--- src/rtl/uaf_regs.svh ---
// Register offsets, field positions, reset values and sampling counts of the filtered serial port
`ifndef UAF_REGS_SVH
`define UAF_REGS_SVH

// Register offsets on the 3-bit register port
`define UAF_OFS_DATA        3'h0
`define UAF_OFS_CSA         3'h1
`define UAF_OFS_CSB         3'h2
`define UAF_OFS_CSC         3'h3
`define UAF_OFS_BAUD_LO     3'h4
`define UAF_OFS_BAUD_HI     3'h5

// Control/status A fields
`define UAF_CSA_RXC         7
`define UAF_CSA_TXC         6
`define UAF_CSA_TX_BUFFER_EMPTY_FLAG        5
`define UAF_CSA_DBL         1
`define UAF_CSA_MPCF        0

// Control B fields
`define UAF_CSB_RXEN        4
`define UAF_CSB_TXEN        3
`define UAF_CSB_CSZ2        2
`define UAF_CSB_RX9         1
`define UAF_CSB_TX9         0

// Control C fields
`define UAF_CSC_STOP2       3
`define UAF_CSC_CSZ_HI      2
`define UAF_CSC_CSZ_LO      1

// Reset values
`define UAF_RST_CSZ         3'h3
`define UAF_RST_BAUD        12'h000

// Character size code for nine data bits
`define UAF_CSZ_NINE        3'h7

// Samples per bit and first voting sample, normal and double speed
`define UAF_SAMP_NORMAL     5'h10
`define UAF_SAMP_DOUBLE     5'h08
`define UAF_VOTE_NORMAL     5'h08
`define UAF_VOTE_DOUBLE     5'h04

// Receive FIFO depth
`define UAF_FIFO_DEPTH      2'h2

`endif

--- src/rtl/uaf_pkg.sv ---
// Types and shared decode functions of the filtered serial port
`include "uaf_regs.svh"

package uaf_pkg;

   typedef enum logic [1:0] {UAF_IDLE, UAF_START, UAF_DATA, UAF_STOP} uaf_state_e;

   // Number of data bits for a character size code; reserved codes act as eight
   function automatic logic [3:0] uaf_char_bits(input logic [2:0] code);
      logic [3:0] bits;
      bits = 4'h8;
      case (code)
         3'h0: bits = 4'h5;
         3'h1: bits = 4'h6;
         3'h2: bits = 4'h7;
         3'h3: bits = 4'h8;
         `UAF_CSZ_NINE: bits = 4'h9;
         default: bits = 4'h8;
      endcase
      return bits;
   endfunction

   // Samples per bit for the selected speed
   function automatic logic [4:0] uaf_samp_per_bit(input logic dbl);
      return dbl ? `UAF_SAMP_DOUBLE : `UAF_SAMP_NORMAL;
   endfunction

   // Two of three voting
   function automatic logic uaf_majority(input logic [1:0] a, input logic b);
      return (a[1] & a[0]) | (a[1] & b) | (a[0] & b);
   endfunction

endpackage

--- src/rtl/uaf_rx.sv ---
// Oversampling serial receiver with three-sample voting and frame-type recovery
`timescale 1ns/1ps
`default_nettype none

module uaf_rx (
   // Clock and reset
   input  wire logic             clk_sys,
   input  wire logic             resetn,
   // Configuration
   input  wire logic             rx_en,
   input  wire logic             dbl,
   input  wire logic [2:0]       char_size_sel,
   input  wire logic             samp_tick,
   // Serial line
   input  wire logic             rxd,
   // Received frame
   output logic                  frame_valid,
   output logic [8:0]            frame_data,
   output logic                  frame_type
);
   import uaf_pkg::*;

   typedef struct packed {
      uaf_state_e st;
      logic [4:0] cnt;
      logic [3:0] idx;
      logic [1:0] vote;
      logic [8:0] data;
      logic       valid;
      logic       ftype;
   } uaf_rx_s;

   uaf_rx_s    st_r;
   uaf_rx_s    st_nxt;
   logic [4:0] smax;
   logic [4:0] sf;
   logic [4:0] sf1;
   logic [4:0] sf2;
   logic [3:0] nb;
   logic       bitv;

   // Sample window follows the speed setting
   assign smax = uaf_samp_per_bit(dbl);
   assign sf   = dbl ? `UAF_VOTE_DOUBLE : `UAF_VOTE_NORMAL;
   assign sf1  = sf + 5'h01;
   assign sf2  = sf + 5'h02;
   assign nb   = uaf_char_bits(char_size_sel);
   assign bitv = uaf_majority(st_r.vote, rxd);

   // Bit recovery; stop bit ends the frame right after its vote so the next start is not missed
   always_comb begin
      st_nxt = st_r;
      st_nxt.valid = 1'b0;
      if (!rx_en) begin
         st_nxt.st = UAF_IDLE;
      end else if (samp_tick) begin
         case (st_r.st)
            UAF_IDLE: begin
               if (!rxd) begin
                  st_nxt.st   = UAF_START;
                  // The edge that first sees low is sample 1, so the count resumes at 2
                  st_nxt.cnt  = 5'h02;
                  st_nxt.idx  = 4'h0;
                  st_nxt.data = 9'h000;
               end
            end
            default: begin
               if (st_r.cnt == sf || st_r.cnt == sf1) begin
                  st_nxt.vote = {st_r.vote[0], rxd};
               end
               if (st_r.cnt == sf2) begin
                  case (st_r.st)
                     UAF_START: begin
                        if (bitv) begin
                           st_nxt.st = UAF_IDLE;                          // Noise spike
                        end
                     end
                     UAF_DATA: begin
                        st_nxt.data[st_r.idx] = bitv;
                     end
                     default: begin
                        st_nxt.st    = UAF_IDLE;
                        st_nxt.valid = 1'b1;
                        // Ninth bit or first stop bit marks an address frame
                        st_nxt.ftype = (nb == 4'h9) ? st_r.data[8] : bitv;
                     end
                  endcase
               end
               if (st_r.cnt == smax) begin
                  st_nxt.cnt = 5'h01;
                  if (st_r.st == UAF_START) begin
                     st_nxt.st = UAF_DATA;
                  end else if (st_r.st == UAF_DATA) begin
                     if (st_r.idx == nb - 4'h1) begin
                        st_nxt.st = UAF_STOP;
                     end else begin
                        st_nxt.idx = st_r.idx + 4'h1;
                     end
                  end
               end else begin
                  st_nxt.cnt = st_r.cnt + 5'h01;
               end
            end
         endcase
      end
   end

   // State register
   always_ff @(posedge clk_sys) begin
      if (!resetn) begin
         st_r <= '{st: UAF_IDLE, cnt: 5'h00, idx: 4'h0, vote: 2'h3,
                   data: 9'h000, valid: 1'b0, ftype: 1'b0};
      end else begin
         st_r <= st_nxt;
      end
   end

   assign frame_valid = st_r.valid;
   assign frame_data  = st_r.data;
   assign frame_type  = st_r.ftype;

endmodule

`default_nettype wire

--- src/rtl/uaf_tx.sv ---
// Serial transmitter shifting 5 to 9 data bits with one or two stop bits
`timescale 1ns/1ps
`default_nettype none

module uaf_tx (
   // Clock and reset
   input  wire logic             clk_sys,
   input  wire logic             resetn,
   // Configuration
   input  wire logic             dbl,
   input  wire logic [2:0]       char_size_sel,
   input  wire logic             stop_bits_sel,
   input  wire logic             samp_tick,
   // Load from the transmit buffer
   input  wire logic             load,
   input  wire logic [8:0]       load_data,
   output logic                  busy,
   output logic                  done,
   // Serial line
   output logic                  txd
);
   import uaf_pkg::*;

   typedef struct packed {
      uaf_state_e st;
      logic [4:0] cnt;
      logic [3:0] idx;
      logic [8:0] sh;
      logic       second;
      logic       line;
      logic       done;
   } uaf_tx_s;

   uaf_tx_s    st_r;
   uaf_tx_s    st_nxt;
   logic [4:0] smax;
   logic [3:0] nb;

   assign smax = uaf_samp_per_bit(dbl);
   assign nb   = uaf_char_bits(char_size_sel);

   // Only the low nb bits leave the shifter, so unused upper bits are ignored
   always_comb begin
      st_nxt = st_r;
      st_nxt.done = 1'b0;
      case (st_r.st)
         UAF_IDLE: begin
            st_nxt.line = 1'b1;
            if (load) begin
               st_nxt.st     = UAF_START;
               st_nxt.sh     = load_data;
               st_nxt.cnt    = 5'h01;
               st_nxt.idx    = 4'h0;
               st_nxt.second = 1'b0;
               st_nxt.line   = 1'b0;
            end
         end
         default: begin
            if (samp_tick) begin
               if (st_r.cnt == smax) begin
                  st_nxt.cnt = 5'h01;
                  case (st_r.st)
                     UAF_START: begin
                        st_nxt.st   = UAF_DATA;
                        st_nxt.line = st_r.sh[0];
                     end
                     UAF_DATA: begin
                        if (st_r.idx == nb - 4'h1) begin
                           st_nxt.st   = UAF_STOP;
                           st_nxt.line = 1'b1;
                        end else begin
                           st_nxt.idx  = st_r.idx + 4'h1;
                           st_nxt.sh   = {1'b0, st_r.sh[8:1]};
                           st_nxt.line = st_r.sh[1];
                        end
                     end
                     default: begin
                        if (stop_bits_sel && !st_r.second) begin
                           st_nxt.second = 1'b1;
                        end else begin
                           st_nxt.st   = UAF_IDLE;
                           st_nxt.done = 1'b1;
                        end
                     end
                  endcase
               end else begin
                  st_nxt.cnt = st_r.cnt + 5'h01;
               end
            end
         end
      endcase
   end

   // State register
   always_ff @(posedge clk_sys) begin
      if (!resetn) begin
         st_r <= '{st: UAF_IDLE, cnt: 5'h00, idx: 4'h0, sh: 9'h000,
                   second: 1'b0, line: 1'b1, done: 1'b0};
      end else begin
         st_r <= st_nxt;
      end
   end

   assign busy = (st_r.st != UAF_IDLE);
   assign done = st_r.done;
   assign txd  = st_r.line;

endmodule

`default_nettype wire

--- src/rtl/uaf_top.sv ---
// Serial port with multi-processor address filter and shared data register
//
// The address-and-strobe port and the register offsets were left to the implementer.
`timescale 1ns/1ps
`default_nettype none

// Contract
// - Filter on: drop non-address frames entirely
// - Transmitter ignores the filter enable
// - 5-8 bit frames: first stop bit types
// - 9-bit frames: ninth bit types frame
// - Type one is address, zero data
// - Accepted address sets receive-complete normally
// - One character size for both directions
// - Data port: write transmit, read receive
// - Short characters: upper bits ignored/zero
// - Write while buffer full is ignored
// - Buffer moves to empty shifter, sent
// - Receive buffer is two-entry FIFO
// - 16 samples normal, 8 double speed
// - Vote from sample 8 or 4
// - Three centre samples majority vote
// - Filter enable is bit 0, reset 0
module uaf_top #(
   parameter int BAUD_W = 12
) (
   // Clock and reset
   input  wire logic             clk_sys,
   input  wire logic             resetn,
   // Register port
   input  wire logic [2:0]       reg_addr,
   input  wire logic [7:0]       reg_wdata,
   input  wire logic             reg_wr,
   input  wire logic             reg_rd,
   output logic [7:0]            reg_rdata,
   // Serial pins
   input  wire logic             rxd,
   output logic                  txd,
   output logic                  txd_oe
);
   import uaf_pkg::*;

   typedef struct packed {
      logic              tx_complete_flag;
      logic              dbl;
      logic              mpf;
      logic              rx_en;
      logic              tx_en;
      logic              tx9;
      logic              stop2;
      logic [2:0]        csz;
      logic [BAUD_W-1:0] baud;
      logic [BAUD_W-1:0] bcnt;
      logic [8:0]        tx_data_buffer;
      logic              txb_full;
      logic [1:0][8:0]   fifo;
      logic [1:0]        fcnt;
      logic [7:0]        rdata;
   } uaf_top_s;

   uaf_top_s   st_r;
   uaf_top_s   st_nxt;
   logic       samp_tick;
   logic       rx_valid;
   logic [8:0] rx_data;
   logic       rx_type;
   logic       tx_busy;
   logic       tx_done;
   logic       tx_load;
   logic       wr_data;
   logic       rd_data;
   logic       wr_csa;
   logic       accept;
   logic [1:0] fill;
   logic [8:0] head;

   // Register port decode
   assign wr_data = reg_wr && (reg_addr == `UAF_OFS_DATA);
   assign rd_data = reg_rd && (reg_addr == `UAF_OFS_DATA);
   assign wr_csa  = reg_wr && (reg_addr == `UAF_OFS_CSA);
   assign head    = st_r.fifo[0];

   // Sample clock: one tick every baud+1 system cycles, shared by both directions
   assign samp_tick = (st_r.bcnt == '0);

   // Filter only looks at received frames; the transmit path never sees it
   assign accept  = rx_valid && (!st_r.mpf || rx_type);
   assign tx_load = st_r.tx_en && st_r.txb_full && !tx_busy;

   // Register, FIFO and buffer update
   always_comb begin
      st_nxt = st_r;
      fill   = st_r.fcnt;
      st_nxt.rdata = 8'h00;

      // Baud counter
      st_nxt.bcnt = samp_tick ? st_r.baud : st_r.bcnt - 1'b1;

      // Receive FIFO: a read pops first so a frame landing in the same cycle fits
      if (rd_data && st_r.fcnt != 2'h0) begin
         st_nxt.fifo[0] = st_r.fifo[1];
         fill = st_r.fcnt - 2'h1;
      end
      if (accept && fill < `UAF_FIFO_DEPTH) begin
         st_nxt.fifo[fill[0]] = rx_data;
         fill = fill + 2'h1;
      end
      st_nxt.fcnt = fill;

      // Transmit buffer hand-off to the shifter
      if (tx_load) begin
         st_nxt.txb_full = 1'b0;
      end
      // Data writes land in the transmit buffer only while it is empty
      if (wr_data && !st_r.txb_full) begin
         st_nxt.tx_data_buffer      = {st_r.tx9, reg_wdata};
         st_nxt.txb_full = 1'b1;
      end

      // Control writes
      if (wr_csa) begin
         st_nxt.dbl = reg_wdata[`UAF_CSA_DBL];
         st_nxt.mpf = reg_wdata[`UAF_CSA_MPCF];
         if (reg_wdata[`UAF_CSA_TXC]) begin
            st_nxt.tx_complete_flag = 1'b0;
         end
      end
      if (reg_wr && reg_addr == `UAF_OFS_CSB) begin
         st_nxt.rx_en  = reg_wdata[`UAF_CSB_RXEN];
         st_nxt.tx_en  = reg_wdata[`UAF_CSB_TXEN];
         st_nxt.csz[2] = reg_wdata[`UAF_CSB_CSZ2];
         st_nxt.tx9    = reg_wdata[`UAF_CSB_TX9];
      end
      if (reg_wr && reg_addr == `UAF_OFS_CSC) begin
         st_nxt.stop2    = reg_wdata[`UAF_CSC_STOP2];
         st_nxt.csz[1:0] = reg_wdata[`UAF_CSC_CSZ_HI:`UAF_CSC_CSZ_LO];
      end
      if (reg_wr && reg_addr == `UAF_OFS_BAUD_LO) begin
         st_nxt.baud[7:0] = reg_wdata;
      end
      if (reg_wr && reg_addr == `UAF_OFS_BAUD_HI) begin
         st_nxt.baud[BAUD_W-1:8] = reg_wdata[BAUD_W-9:0];
      end

      // Transmit complete sets after the write-one clear so a fresh event is kept
      if (tx_done && !st_r.txb_full) begin
         st_nxt.tx_complete_flag = 1'b1;
      end

      // Disabling the receiver empties the FIFO
      if (!st_r.rx_en) begin
         st_nxt.fcnt = 2'h0;
      end

      // Read data stands only in the cycle after the strobe
      if (reg_rd) begin
         case (reg_addr)
            `UAF_OFS_DATA: begin
               st_nxt.rdata = (st_r.fcnt != 2'h0) ? head[7:0] : 8'h00;
            end
            `UAF_OFS_CSA: begin
               st_nxt.rdata[`UAF_CSA_RXC]  = (st_r.fcnt != 2'h0);
               st_nxt.rdata[`UAF_CSA_TXC]  = st_r.tx_complete_flag;
               st_nxt.rdata[`UAF_CSA_TX_BUFFER_EMPTY_FLAG] = !st_r.txb_full;
               st_nxt.rdata[`UAF_CSA_DBL]  = st_r.dbl;
               st_nxt.rdata[`UAF_CSA_MPCF] = st_r.mpf;
            end
            `UAF_OFS_CSB: begin
               st_nxt.rdata[`UAF_CSB_RXEN] = st_r.rx_en;
               st_nxt.rdata[`UAF_CSB_TXEN] = st_r.tx_en;
               st_nxt.rdata[`UAF_CSB_CSZ2] = st_r.csz[2];
               st_nxt.rdata[`UAF_CSB_RX9]  = (st_r.fcnt != 2'h0) && head[8];
               st_nxt.rdata[`UAF_CSB_TX9]  = st_r.tx9;
            end
            `UAF_OFS_CSC: begin
               st_nxt.rdata[`UAF_CSC_STOP2] = st_r.stop2;
               st_nxt.rdata[`UAF_CSC_CSZ_HI:`UAF_CSC_CSZ_LO] = st_r.csz[1:0];
            end
            `UAF_OFS_BAUD_LO: begin
               st_nxt.rdata = st_r.baud[7:0];
            end
            `UAF_OFS_BAUD_HI: begin
               st_nxt.rdata[BAUD_W-9:0] = st_r.baud[BAUD_W-1:8];
            end
            default: begin
               st_nxt.rdata = 8'h00;
            end
         endcase
      end
   end

   // State register
   always_ff @(posedge clk_sys) begin
      if (!resetn) begin
         st_r          <= '0;
         st_r.csz      <= `UAF_RST_CSZ;
         st_r.baud     <= `UAF_RST_BAUD;
         st_r.bcnt     <= `UAF_RST_BAUD;
      end else begin
         st_r <= st_nxt;
      end
   end

   // Receiver
   uaf_rx u_rx (
      .clk_sys       (clk_sys),
      .resetn        (resetn),
      .rx_en         (st_r.rx_en),
      .dbl           (st_r.dbl),
      .char_size_sel (st_r.csz),
      .samp_tick     (samp_tick),
      .rxd           (rxd),
      .frame_valid   (rx_valid),
      .frame_data    (rx_data),
      .frame_type    (rx_type)
   );

   // Transmitter
   uaf_tx u_tx (
      .clk_sys       (clk_sys),
      .resetn        (resetn),
      .dbl           (st_r.dbl),
      .char_size_sel (st_r.csz),
      .stop_bits_sel (st_r.stop2),
      .samp_tick     (samp_tick),
      .load          (tx_load),
      .load_data     (st_r.tx_data_buffer),
      .busy          (tx_busy),
      .done          (tx_done),
      .txd           (txd)
   );

   // Pin stays driven while a character is shifting or waiting in the buffer, even after the enable drops stops the buffer load
   assign txd_oe    = st_r.tx_en || tx_busy || st_r.txb_full;
   assign reg_rdata = st_r.rdata;

endmodule

`default_nettype wire

--- config.mk ---
export PLATFORM = sky130hd
export DESIGN_NAME = uaf_top
export DESIGN_NICKNAME = d
export VERILOG_FILES = /design/src/rtl/uaf_pkg.sv /design/src/rtl/uaf_rx.sv /design/src/rtl/uaf_tx.sv /design/src/rtl/uaf_top.sv
export VERILOG_INCLUDE_DIRS = /design/src /design/src/rtl
export SDC_FILE = /design/constraint.sdc
export NUM_CORES = 1
export LEC_CHECK = 0
export BUFFER_PORTS_ARGS = -buffer_cell sky130_fd_sc_hd__buf_2
export CAP_MARGIN = 20
export CORE_UTILIZATION = 35
export CTS_CLUSTER_DIAMETER = 150
export DETAILED_ROUTE_END_ITERATION = 8
export MAX_ROUTING_LAYER = met4
export SYNTH_ARGS = -nofsm -noshare
export SYNTH_HDL_FRONTEND = slang
export SYNTH_HIERARCHICAL = 1
export SYNTH_SLANG_ARGS = --single-unit
--- constraint.sdc ---
create_clock -name clk_sys -period 3.4 [get_ports clk_sys]
set_input_delay 0.17 -clock clk_sys [delete_from_list [all_inputs] [get_ports clk_sys]]
set_output_delay 0.17 -clock clk_sys [all_outputs]
set_load 0.005 [all_outputs]
==> impl_metrics.yaml, run 1 <==
global_route:
  antenna_found_initial: 0
  overflow: 0
  grt_pass1_vias: 5016
  grt_max_degree: 70
  grt_use_total_pct: 16.9
  grt_pass1_wl_um: 25600
synthesis:
  synthTopCellsByArea: "dfxtp_1 36%, mux2i_1 10%, nand2_1 4.9%"
  dominantRegCellSynth: "dfxtp_1"
  ys_types: 82
  synth_area_um2: 6650
  async_flop_share_pct: 0
  yosysSeqAreaShare_pct: 35.8
  synth_top_area_share_pct: 35.8
  yosys.area.top_type: "dfxtp_1"
  ys_seq_elements: 119
  avgSynthCellArea_um2: 8.90
  syn_inst: 747
  synth_edf_count: 0
  yosys_warnings: 6
  syn_nets: 785
worst_setup_path:
  start_kind: "flip-flop"
  r2r_setup_slack_ns: 0.45
  cp.arrival_ns: 3.26
  cp-end-kind: "flip-flop"
  critical_path_required_ns: 3.71
  path_max_fanout: 11
  path_class: "reg2reg"
  crit_start: "st_r[9]$_SDFF_PN0_"
  regToRegEndpoint: "st_r[26]$_SDFFE_PN0P_"
  ff2ff_path_depth: 8
  worstReg2RegStart: "st_r[9]$_SDFF_PN0_"
detailed_routing:
  drc: 0
  detail-route-antenna-nets: 0
  route.detailed.wl_per_inst_um: 15.7
  routed_via_density: 5.34
  drt_iter0_drc: 352
  dr.pass1.iters: 6
  vias: 5277
  totalWireLength_um: 15500
clock_tree:
  clock-sinks: 119
  cts_buffers: 17
  holdBufCountCts: 0
  cts_resized: 0
  cts_setup_buffers: 0
  cts_max_level: 4
  cts_tree: "done"
  clk-insertion-delay-late_ns: 0.42
  clkTransAtPathRegs_ns: 0.06
  cts-root-buf: "clkbuf_16"
  ctsLongestPathBuffers: 2
layout:
  final.fill_count: 1878
  final_cell_mix: "119 x dfxtp_1, 87 x nand2_1, 69 x mux2i_1, 41 x nor2b_1, 32 x a21oi_1"
  num_antenna_cells: 0
  final_layout_size_suffix_gt1_share_pct: 11.5
  fin_util_pct: 39.5
  nets: 780
  final_common_cell: "dfxtp_1"
  syn_to_final_growth_pct: 10.8
  layout.cells.non_filler: 989
timing:
  clock_skew_ns: 0.00673
  timing.fmax_mhz: 339
  worst_slew_pin_slew_ns: 0.720
  min_period_ns: 2.95
  finalMaxSlewViolations: 0
  tns_ns: 0
  relSlewSlack_pct: 51.7
  setup_viol: 0
  rsz0062_at_grt: "no"
  hold_viol: 0
  period_share_pct: 86.9
floorplan:
  die_area_um2: 19600
  fp.dieH_um: 140
  core_um2: 18600
  io_pins: 26
  rows: 50
  initial_utilization_pct: 35.7
  die_x_um: 140
power:
  peakVddDrop_mv: 0.226
  p_leak_nw: 2.78
  p_sw_share_pct: 26.6
  power_frac_clock_pct: 45.9
  power_mw: 3.87
  p_int_mw: 2.84
  power_density_nw_per_um2: 525
  p_seq_share_pct: 39.6
  power_switching_mw: 1.03
  pwr-share-comb_pct: 14.5
worst_hold_path:
  hold_start: "reg_wdata[7]"
  hold_class: "in2reg"
  hold_depth: 3
  whs_endpoint: "st_r[57]$_SDFFE_PN0P_"
place:
  place_congestion: 0.809
  io_buffer_count: 25
  dp_hpwl_um: 10700
  placedCellCount: 956
run:
  max_cap_violations: 0
run_status:
  status: "completed"
per-stage QoR:
step	area (um^2)	hold WS (ns)	setup slack [ns]
final	7370	0.0218	0.447
after global routing	7370	0.0411	0.196
after CTS	7360	0.0113	0.429
after detailed placement	6770	0.450	0.481
after global placement	6770	0.438	0.541
after floorplan	6650	0.295	0.827
cell usage after synthesis (10+ instances only):
cell type	n
o311ai_1	10
buf_4	18
a21oi_1	32
clkbuf_1	19
nand3b_1	15
nand3_1	18
a21boi_0	10
dfxtp_1	119
nor2_1	26
nor3_1	19
nor2b_1	41
o21ai_0	22
o2111ai_1	10
inv_1	26
ha_1	22
mux2i_1	69
buf_2	10
nand2_1	87
worst max-delay path, cell delays in order, from the launching register on:
cell      delay (ns)
dfxtp_1         0.57
inv_1           0.13
ha_1            0.29
nor4_4          0.47
nand2_4         0.19
a211oi_1        0.28
ha_1            0.57
mux2i_1         0.27
nor2b_1         0.07
routing by layer:
metal / wire length [um] / up-vias / track usage (%)
li1: - / 2693 / -
met1: 7800 / 2484 / 21.9
met2: 7140 / 83 / 25.8
met3: 409 / 17 / 3.68
met4: 161 / 0 / 5.84
met5: 0 / - / -
power groups by stage:
stage / clock (mW) / combinational [mW] / sequential, mW
detailed placement: 0 / 0.550 / 1.56
global route: 1.88 / 0.632 / 1.54
global placement: 0 / 0.551 / 1.56
floorplan: 0 / 0.430 / 1.54
CTS: 1.82 / 0.556 / 1.53
finish: 1.78 / 0.559 / 1.53
sequential cells by signal, summed over array words and instances, names as in the netlist:
register and flops:
head 9, st_r 55, u_tx/done 1, u_rx/st_r 13, u_rx/frame_data 9, u_rx/frame_valid 1
reg_rdata 8, u_tx/st_r 21, u_tx/txd 1, u_rx/frame_type 1
area by class of cell:
class | count | area, um^2 | area share [%]
Sequential cell | 119 | 2380 | 32.3
Multi-Input combinational cell | 543 | 3810 | 51.7
Tap cell | 234 | 293 | 3.97
Clock inverter | 12 | 126 | 1.72
Clock buffer | 20 | 467 | 6.33
Inverter | 28 | 105 | 1.43
Timing Repair Buffer | 33 | 183 | 2.48
how the worst max path moves through the flow:
stage / end / cells past startpoint
floorplan: st_r[19]$_SDFFE_PN0P_ / 10
global placement: st_r[24]$_SDFFE_PN0P_ / 8
detailed placement: st_r[24]$_SDFFE_PN0P_ / 8
CTS: st_r[26]$_SDFFE_PN0P_ / 8
global route: st_r[26]$_SDFFE_PN0P_ / 8
finish: st_r[26]$_SDFFE_PN0P_ / 8
kinds of logic (layout without fill, tap and decap cells):
kind of cell	after synthesis	after routing	synth area share, %
xor+xnor	11	11	1.45
buf+inv	85	93	6.83
mux	72	72	11.1
fa+ha+maj	23	23	4.29
flops	119	119	35.8
compound gates	161	161	17.5
simple gates	276	276	23.1
Power figures use the tool's default switching activity.
==> run 2, diff against run 1 <==
Clock period 3.4 ns to 2.65 ns, I/O delays scaled along.
==> impl_metrics.yaml, run 2 (synthesized netlist as in run 1, its figures left out) <==
clock_tree:
  cts_tree: "done"
  cts_buffers: 17
  clkTransAtPathRegs_ns: 0.06
  cts-root-buf: "clkbuf_16"
  clk-insertion-delay-late_ns: 0.42
  clock-sinks: 119
  ctsLongestPathBuffers: 2
  cts_max_level: 4
run:
  max_cap_violations: 0
worst_setup_path:
  ff2ff_path_depth: 7
  worstReg2RegStart: "st_r[40]$_SDFF_PN0_"
  regToRegEndpoint: "u_rx/st_r[15]$_SDFFE_PN0P_"
  cp.arrival_ns: 2.74
  start_kind: "flip-flop"
  path_max_fanout: 6
  cp-end-kind: "flip-flop"
  r2r_setup_slack_ns: 0.23
  path_class: "reg2reg"
  critical_path_required_ns: 2.97
layout:
  regMostFlops: "st_r"
  final_layout_size_suffix_gt1_share_pct: 12.8
  reg_top3: "st_r (55), u_tx/st_r (21), u_rx/st_r (13)"
  final_common_cell: "dfxtp_1"
  layout.cells.non_filler: 1005
  num_antenna_cells: 0
  nets: 797
  syn_to_final_growth_pct: 13.2
  final_cell_mix: "119 x dfxtp_1, 87 x nand2_1, 69 x mux2i_1, 41 x nor2b_1, 32 x a21oi_1"
  final_area_um2: 7530
  largest_reg_flops: 55
worst_hold_path:
  hold_depth: 3
  hold_class: "in2reg"
  hold_start: "reg_wdata[4]"
  whs_endpoint: "st_r[54]$_SDFFE_PN0P_"
timing:
  min_period_ns: 2.42
  timing.fmax_mhz: 414
  period_share_pct: 91.2
  finalMaxSlewViolations: 0
  relSlewSlack_pct: 53.1
  clock_skew_ns: 0.00984
  setup_slack_ns: 0.233
  tns_ns: 0
  hold_viol: 0
  setup_viol: 0
  worst_slew_pin_slew_ns: 0.698
  rsz0062_at_grt: "no"
global_route:
  antenna_found_initial: 0
  grt_pass1_wl_um: 26000
  grt_use_total_pct: 17.3
  grt_pass1_vias: 5004
  overflow: 0
  grt_max_degree: 63
power:
  p_leak_nw: 2.86
  power_density_nw_per_um2: 681
  peakVddDrop_mv: 0.375
detailed_routing:
  detail-route-antenna-nets: 0
  dr.pass1.iters: 5
  drc: 0
  routed_via_density: 5.37
  drt_iter0_drc: 331
  totalWireLength_um: 16000
  route.detailed.wl_per_inst_um: 15.9
  vias: 5392
place:
  dp_hpwl_um: 11200
  placed_cell_area_um2: 6890
  place_ws_ns: 0.199
  io_buffer_count: 25
  placedCellCount: 972
  place_congestion: 0.855
floorplan:
  initial_utilization_pct: 35.7
  die_x_um: 140
  io_pins: 26
  core_um2: 18600
  rows: 50
  fp.dieH_um: 140
  die_area_um2: 19600
run_status:
  status: "completed"
run 2: cell count changes in the layout (fill, tap and decap cells not counted):
cell,before,now
a2111oi_0,1,0
a2111oi_1,0,1
buf_2,26,25
buf_4,7,23
bufinv_16,2,3
clkbuf_1,0,3
clkbuf_8,3,4
clkinv_2,5,1
clkinv_4,3,0
clkinvlp_4,2,3
dlygate4sd3_1,0,2
nor4_1,6,5
nor4_2,0,1
run 2: worst max path at each step:
stage                                           from  slack, ns                          to  cells past startpoint
after floorplan                   st_r[8]$_SDFF_PN0_       0.08       st_r[19]$_SDFFE_PN0P_                     10
after global placement            st_r[9]$_SDFF_PN0_       0.27       st_r[24]$_SDFFE_PN0P_                      9
after detailed placement         st_r[40]$_SDFF_PN0_       0.20  u_rx/st_r[15]$_SDFFE_PN0P_                      7
after CTS                        st_r[40]$_SDFF_PN0_       0.16  u_rx/st_r[15]$_SDFFE_PN0P_                      7
after global routing      u_tx/st_r[21]$_SDFFE_PN0P_       0.06  u_tx/st_r[21]$_SDFFE_PN0P_                     10
final                            st_r[40]$_SDFF_PN0_       0.23  u_rx/st_r[15]$_SDFFE_PN0P_                      7
run 2: metal layers:
layer / GRT usage (%) / vias to the layer above / part of all wire [%]
met2: 25.9 / 94 / 46
met1: 22.5 / 2562 / 48
met4: 6.42 / 0 / 1.7
li1: - / 2718 / -
met3: 4.03 / 18 / 3.8
met5: - / - / 0
run 2: worst max-delay path, stage by stage (launching register included):
cell      delay (ns)
dfxtp_1         0.36
nor4_2          0.34
nand4_1         0.19
inv_1           0.23
nand2_1         0.11
a221oi_1        0.31
or3b_1          0.50
o41ai_2         0.29
run 2: power breakdown:
group | total [mW] | switching, mW | internal [mW]
logic | 0.777 | 0.416 | 0.361
registers | 1.97 | 0.0948 | 1.87
clock network | 2.38 | 0.809 | 1.57
total | 5.12 | 1.32 | 3.80
run 2: per-stage QoR:
step | hold slack, ns | total power [mW] | util (%)
final | 0.0169 | 5.12 | 40.4
after floorplan | 0.258 | 2.53 | -
after global routing | 0.0267 | 5.35 | 40.4
after global placement | 0.413 | 2.76 | 37.0
after detailed placement | 0.415 | 2.77 | 37.0
after CTS | 0.00202 | 5.16 | 40.3
run 2: what timing repair did:
item / CTS / global route
endpoints found under the setup margin: 0 / 6
setup buffers: 0 / 0
gates resized for setup: 0 / 2
hold endpoints to repair: 3 / 0
hold buffers: 2 / 0
run 2: final cells by class:
type,instances,area [um^2]
repair buffers,50,318
clock buffers,24,492
well taps,234,293
fillers,1872,11100
flip-flops and latches,119,2380
clock inverters,7,118
multi-input cells,543,3820
inverters,28,105
==> run 3, diff against run 2 <==
Settings changed: CORE_UTILIZATION 35 to 34, CTS_CLUSTER_DIAMETER 150 to not set.
==> impl_metrics.yaml, run 3 (synthesized netlist as in run 1, its figures left out) <==
layout:
  final_layout_size_suffix_gt1_share_pct: 12.7
  reg_top3: "st_r (55), u_tx/st_r (21), u_rx/st_r (13)"
  final_common_cell: "dfxtp_1"
  seqCellArea_um2: 2380
  final.fill_count: 1882
  nets: 796
  regMostFlops: "st_r"
  largest_reg_flops: 55
  final_cell_mix: "119 x dfxtp_1, 87 x nand2_1, 69 x mux2i_1, 41 x nor2b_1, 32 x a21oi_1"
  syn_to_final_growth_pct: 13.6
  num_antenna_cells: 0
  multi_input_area_um2: 3820
global_route:
  grt_pass1_vias: 5175
  antenna_found_initial: 0
  grt_use_total_pct: 17.2
  grt_max_degree: 76
  grt_pass1_wl_um: 26500
  overflow: 0
timing:
  relSlewSlack_pct: 57.4
  timing.fmax_mhz: 415
  finalMaxSlewViolations: 0
  rsz0062_at_grt: "no"
  min_period_ns: 2.41
  tns_ns: 0
  worst_slew_pin_slew_ns: 0.635
  clock_skew_ns: 0.00594
  hold_viol: 0
  setup_viol: 0
  period_share_pct: 91.0
detailed_routing:
  drc: 0
  totalWireLength_um: 15600
  drt_iter0_drc: 344
  dr.pass1.iters: 5
  route.detailed.wl_per_inst_um: 15.1
  vias: 5336
  routed_via_density: 5.18
  detail-route-antenna-nets: 0
floorplan:
  fp.dieH_um: 142
  die_x_um: 142
  die_area_um2: 20100
  rows: 50
  initial_utilization_pct: 35.1
  core_um2: 19000
  io_pins: 26
worst_setup_path:
  crit_family: "simple AND/OR/NAND/NOR gates"
  critical_path_required_ns: 2.96
  worstReg2RegStart: "st_r[40]$_SDFF_PN0_"
  ff2ff_path_depth: 7
  cp-end-kind: "flip-flop"
  cp_num_buf_inv: 1
  slowest_stage: "or3b_1"
  path_class: "reg2reg"
  cpPeakStageDelay_ns: 0.49
  r2r_setup_slack_ns: 0.24
  start_kind: "flip-flop"
  path_max_fanout: 6
  regToRegEndpoint: "u_rx/st_r[15]$_SDFFE_PN0P_"
  worstPathCellList: "nor4_2 -> nand4_1 -> inv_2 -> nand2_1 -> a221oi_1 -> or3b_1 -> o41ai_2"
  cp.arrival_ns: 2.72
clock_tree:
  cts-root-buf: "clkbuf_16"
  clock-sinks: 119
  clk-insertion-delay-late_ns: 0.41
  cts_tree: "done"
  cts_buffers: 17
  ctsLongestPathBuffers: 2
  clkTransAtPathRegs_ns: 0.05
  cts_max_level: 4
worst_hold_path:
  hold_class: "in2reg"
  hold_start: "reg_wdata[1]"
  hold_depth: 3
  whs_endpoint: "st_r[62]$_SDFFE_PN1P_"
power:
  peakVddDrop_mv: 0.350
  power_mw: 5.07
  power_density_nw_per_um2: 671
  p_leak_nw: 2.86
place:
  io_buffer_count: 25
  dp_hpwl_um: 11000
  place_congestion: 0.835
run_status:
  status: "completed"
run:
  max_cap_violations: 0
## run 3: cell count changes in the layout (fill, tap and decap cells not counted), sizes merged
| cell | previous run | this run |
|---|---|---|
| clkinvlp | 3 | 1 |
| buf | 48 | 46 |
| dlygate4sd3 | 2 | 3 |
| clkbuf | 24 | 23 |
| clkinv | 3 | 6 |
## run 3: through the flow
step / utilization, % / hold WS, ns / worst slack, ns / cells / instance area (um^2)
floorplan: - / 0.258 / 0.0773 / 747 / 6650
global placement: 36.5 / 0.409 / 0.270 / 996 / 6920
detailed placement: 36.5 / 0.415 / 0.130 / 996 / 6920
CTS: 39.8 / 0.0198 / 0.103 / 1030 / 7550
global route: 39.9 / 0.0441 / 0.0376 / 1030 / 7560
finish: 39.9 / 0.0467 / 0.238 / 1030 / 7560
## run 3: how the worst max path moves through the flow
stage	from	to	slack [ns]	cells after the start
floorplan	st_r[8]$_SDFF_PN0_	st_r[19]$_SDFFE_PN0P_	0.08	10
global placement	st_r[40]$_SDFF_PN0_	u_rx/st_r[15]$_SDFFE_PN0P_	0.27	7
detailed placement	st_r[40]$_SDFF_PN0_	u_rx/st_r[15]$_SDFFE_PN0P_	0.13	7
CTS	st_r[40]$_SDFF_PN0_	u_rx/st_r[15]$_SDFFE_PN0P_	0.10	7
global route	st_r[41]$_SDFF_PN0_	u_rx/st_r[15]$_SDFFE_PN0P_	0.04	7
finish	st_r[40]$_SDFF_PN0_	u_rx/st_r[15]$_SDFFE_PN0P_	0.24	7
## run 3: routing by layer
metal / vias up / share of wire, % / GRT usage, %
li1: 2712 / - / -
met1: 2522 / 50 / 22.5
met2: 89 / 45 / 26.0
met3: 13 / 3.3 / 3.41
met4: 0 / 1.4 / 6.68
met5: - / 0 / -
## run 3: cell type report
type                       instances  share of cell area [%]
sequential                       119                    31.5
timing repair buffer              49                    4.31
tap                              260                    4.31
clock buffer                      23                    6.33
multi-input combinational        543                    50.5
inverter                          28                    1.39
clock inverter                     8                    1.61
## run 3: what timing repair did
action / 4_1_cts / 5_1_grt
setup endpoints to repair: 0 / 6
hold buffers: 3 / 0
gates resized for setup: 0 / 2
setup buffers: 0 / 0
hold endpoints to repair: 5 / 0
## run 3: where the power goes
part	total, mW	switching (mW)	leakage [nW]	internal, mW
registers	1.97	0.0955	0.962	1.87
clock network	2.33	0.785	0.293	1.54
logic	0.769	0.415	1.61	0.354
## run 3: worst reg2reg max path, cell delays in order (launching register included)
cell      delay [ns]
dfxtp_1         0.36
nor4_2          0.36
nand4_1         0.20
inv_2           0.17
nand2_1         0.09
a221oi_1        0.33
or3b_1          0.50
o41ai_2         0.32
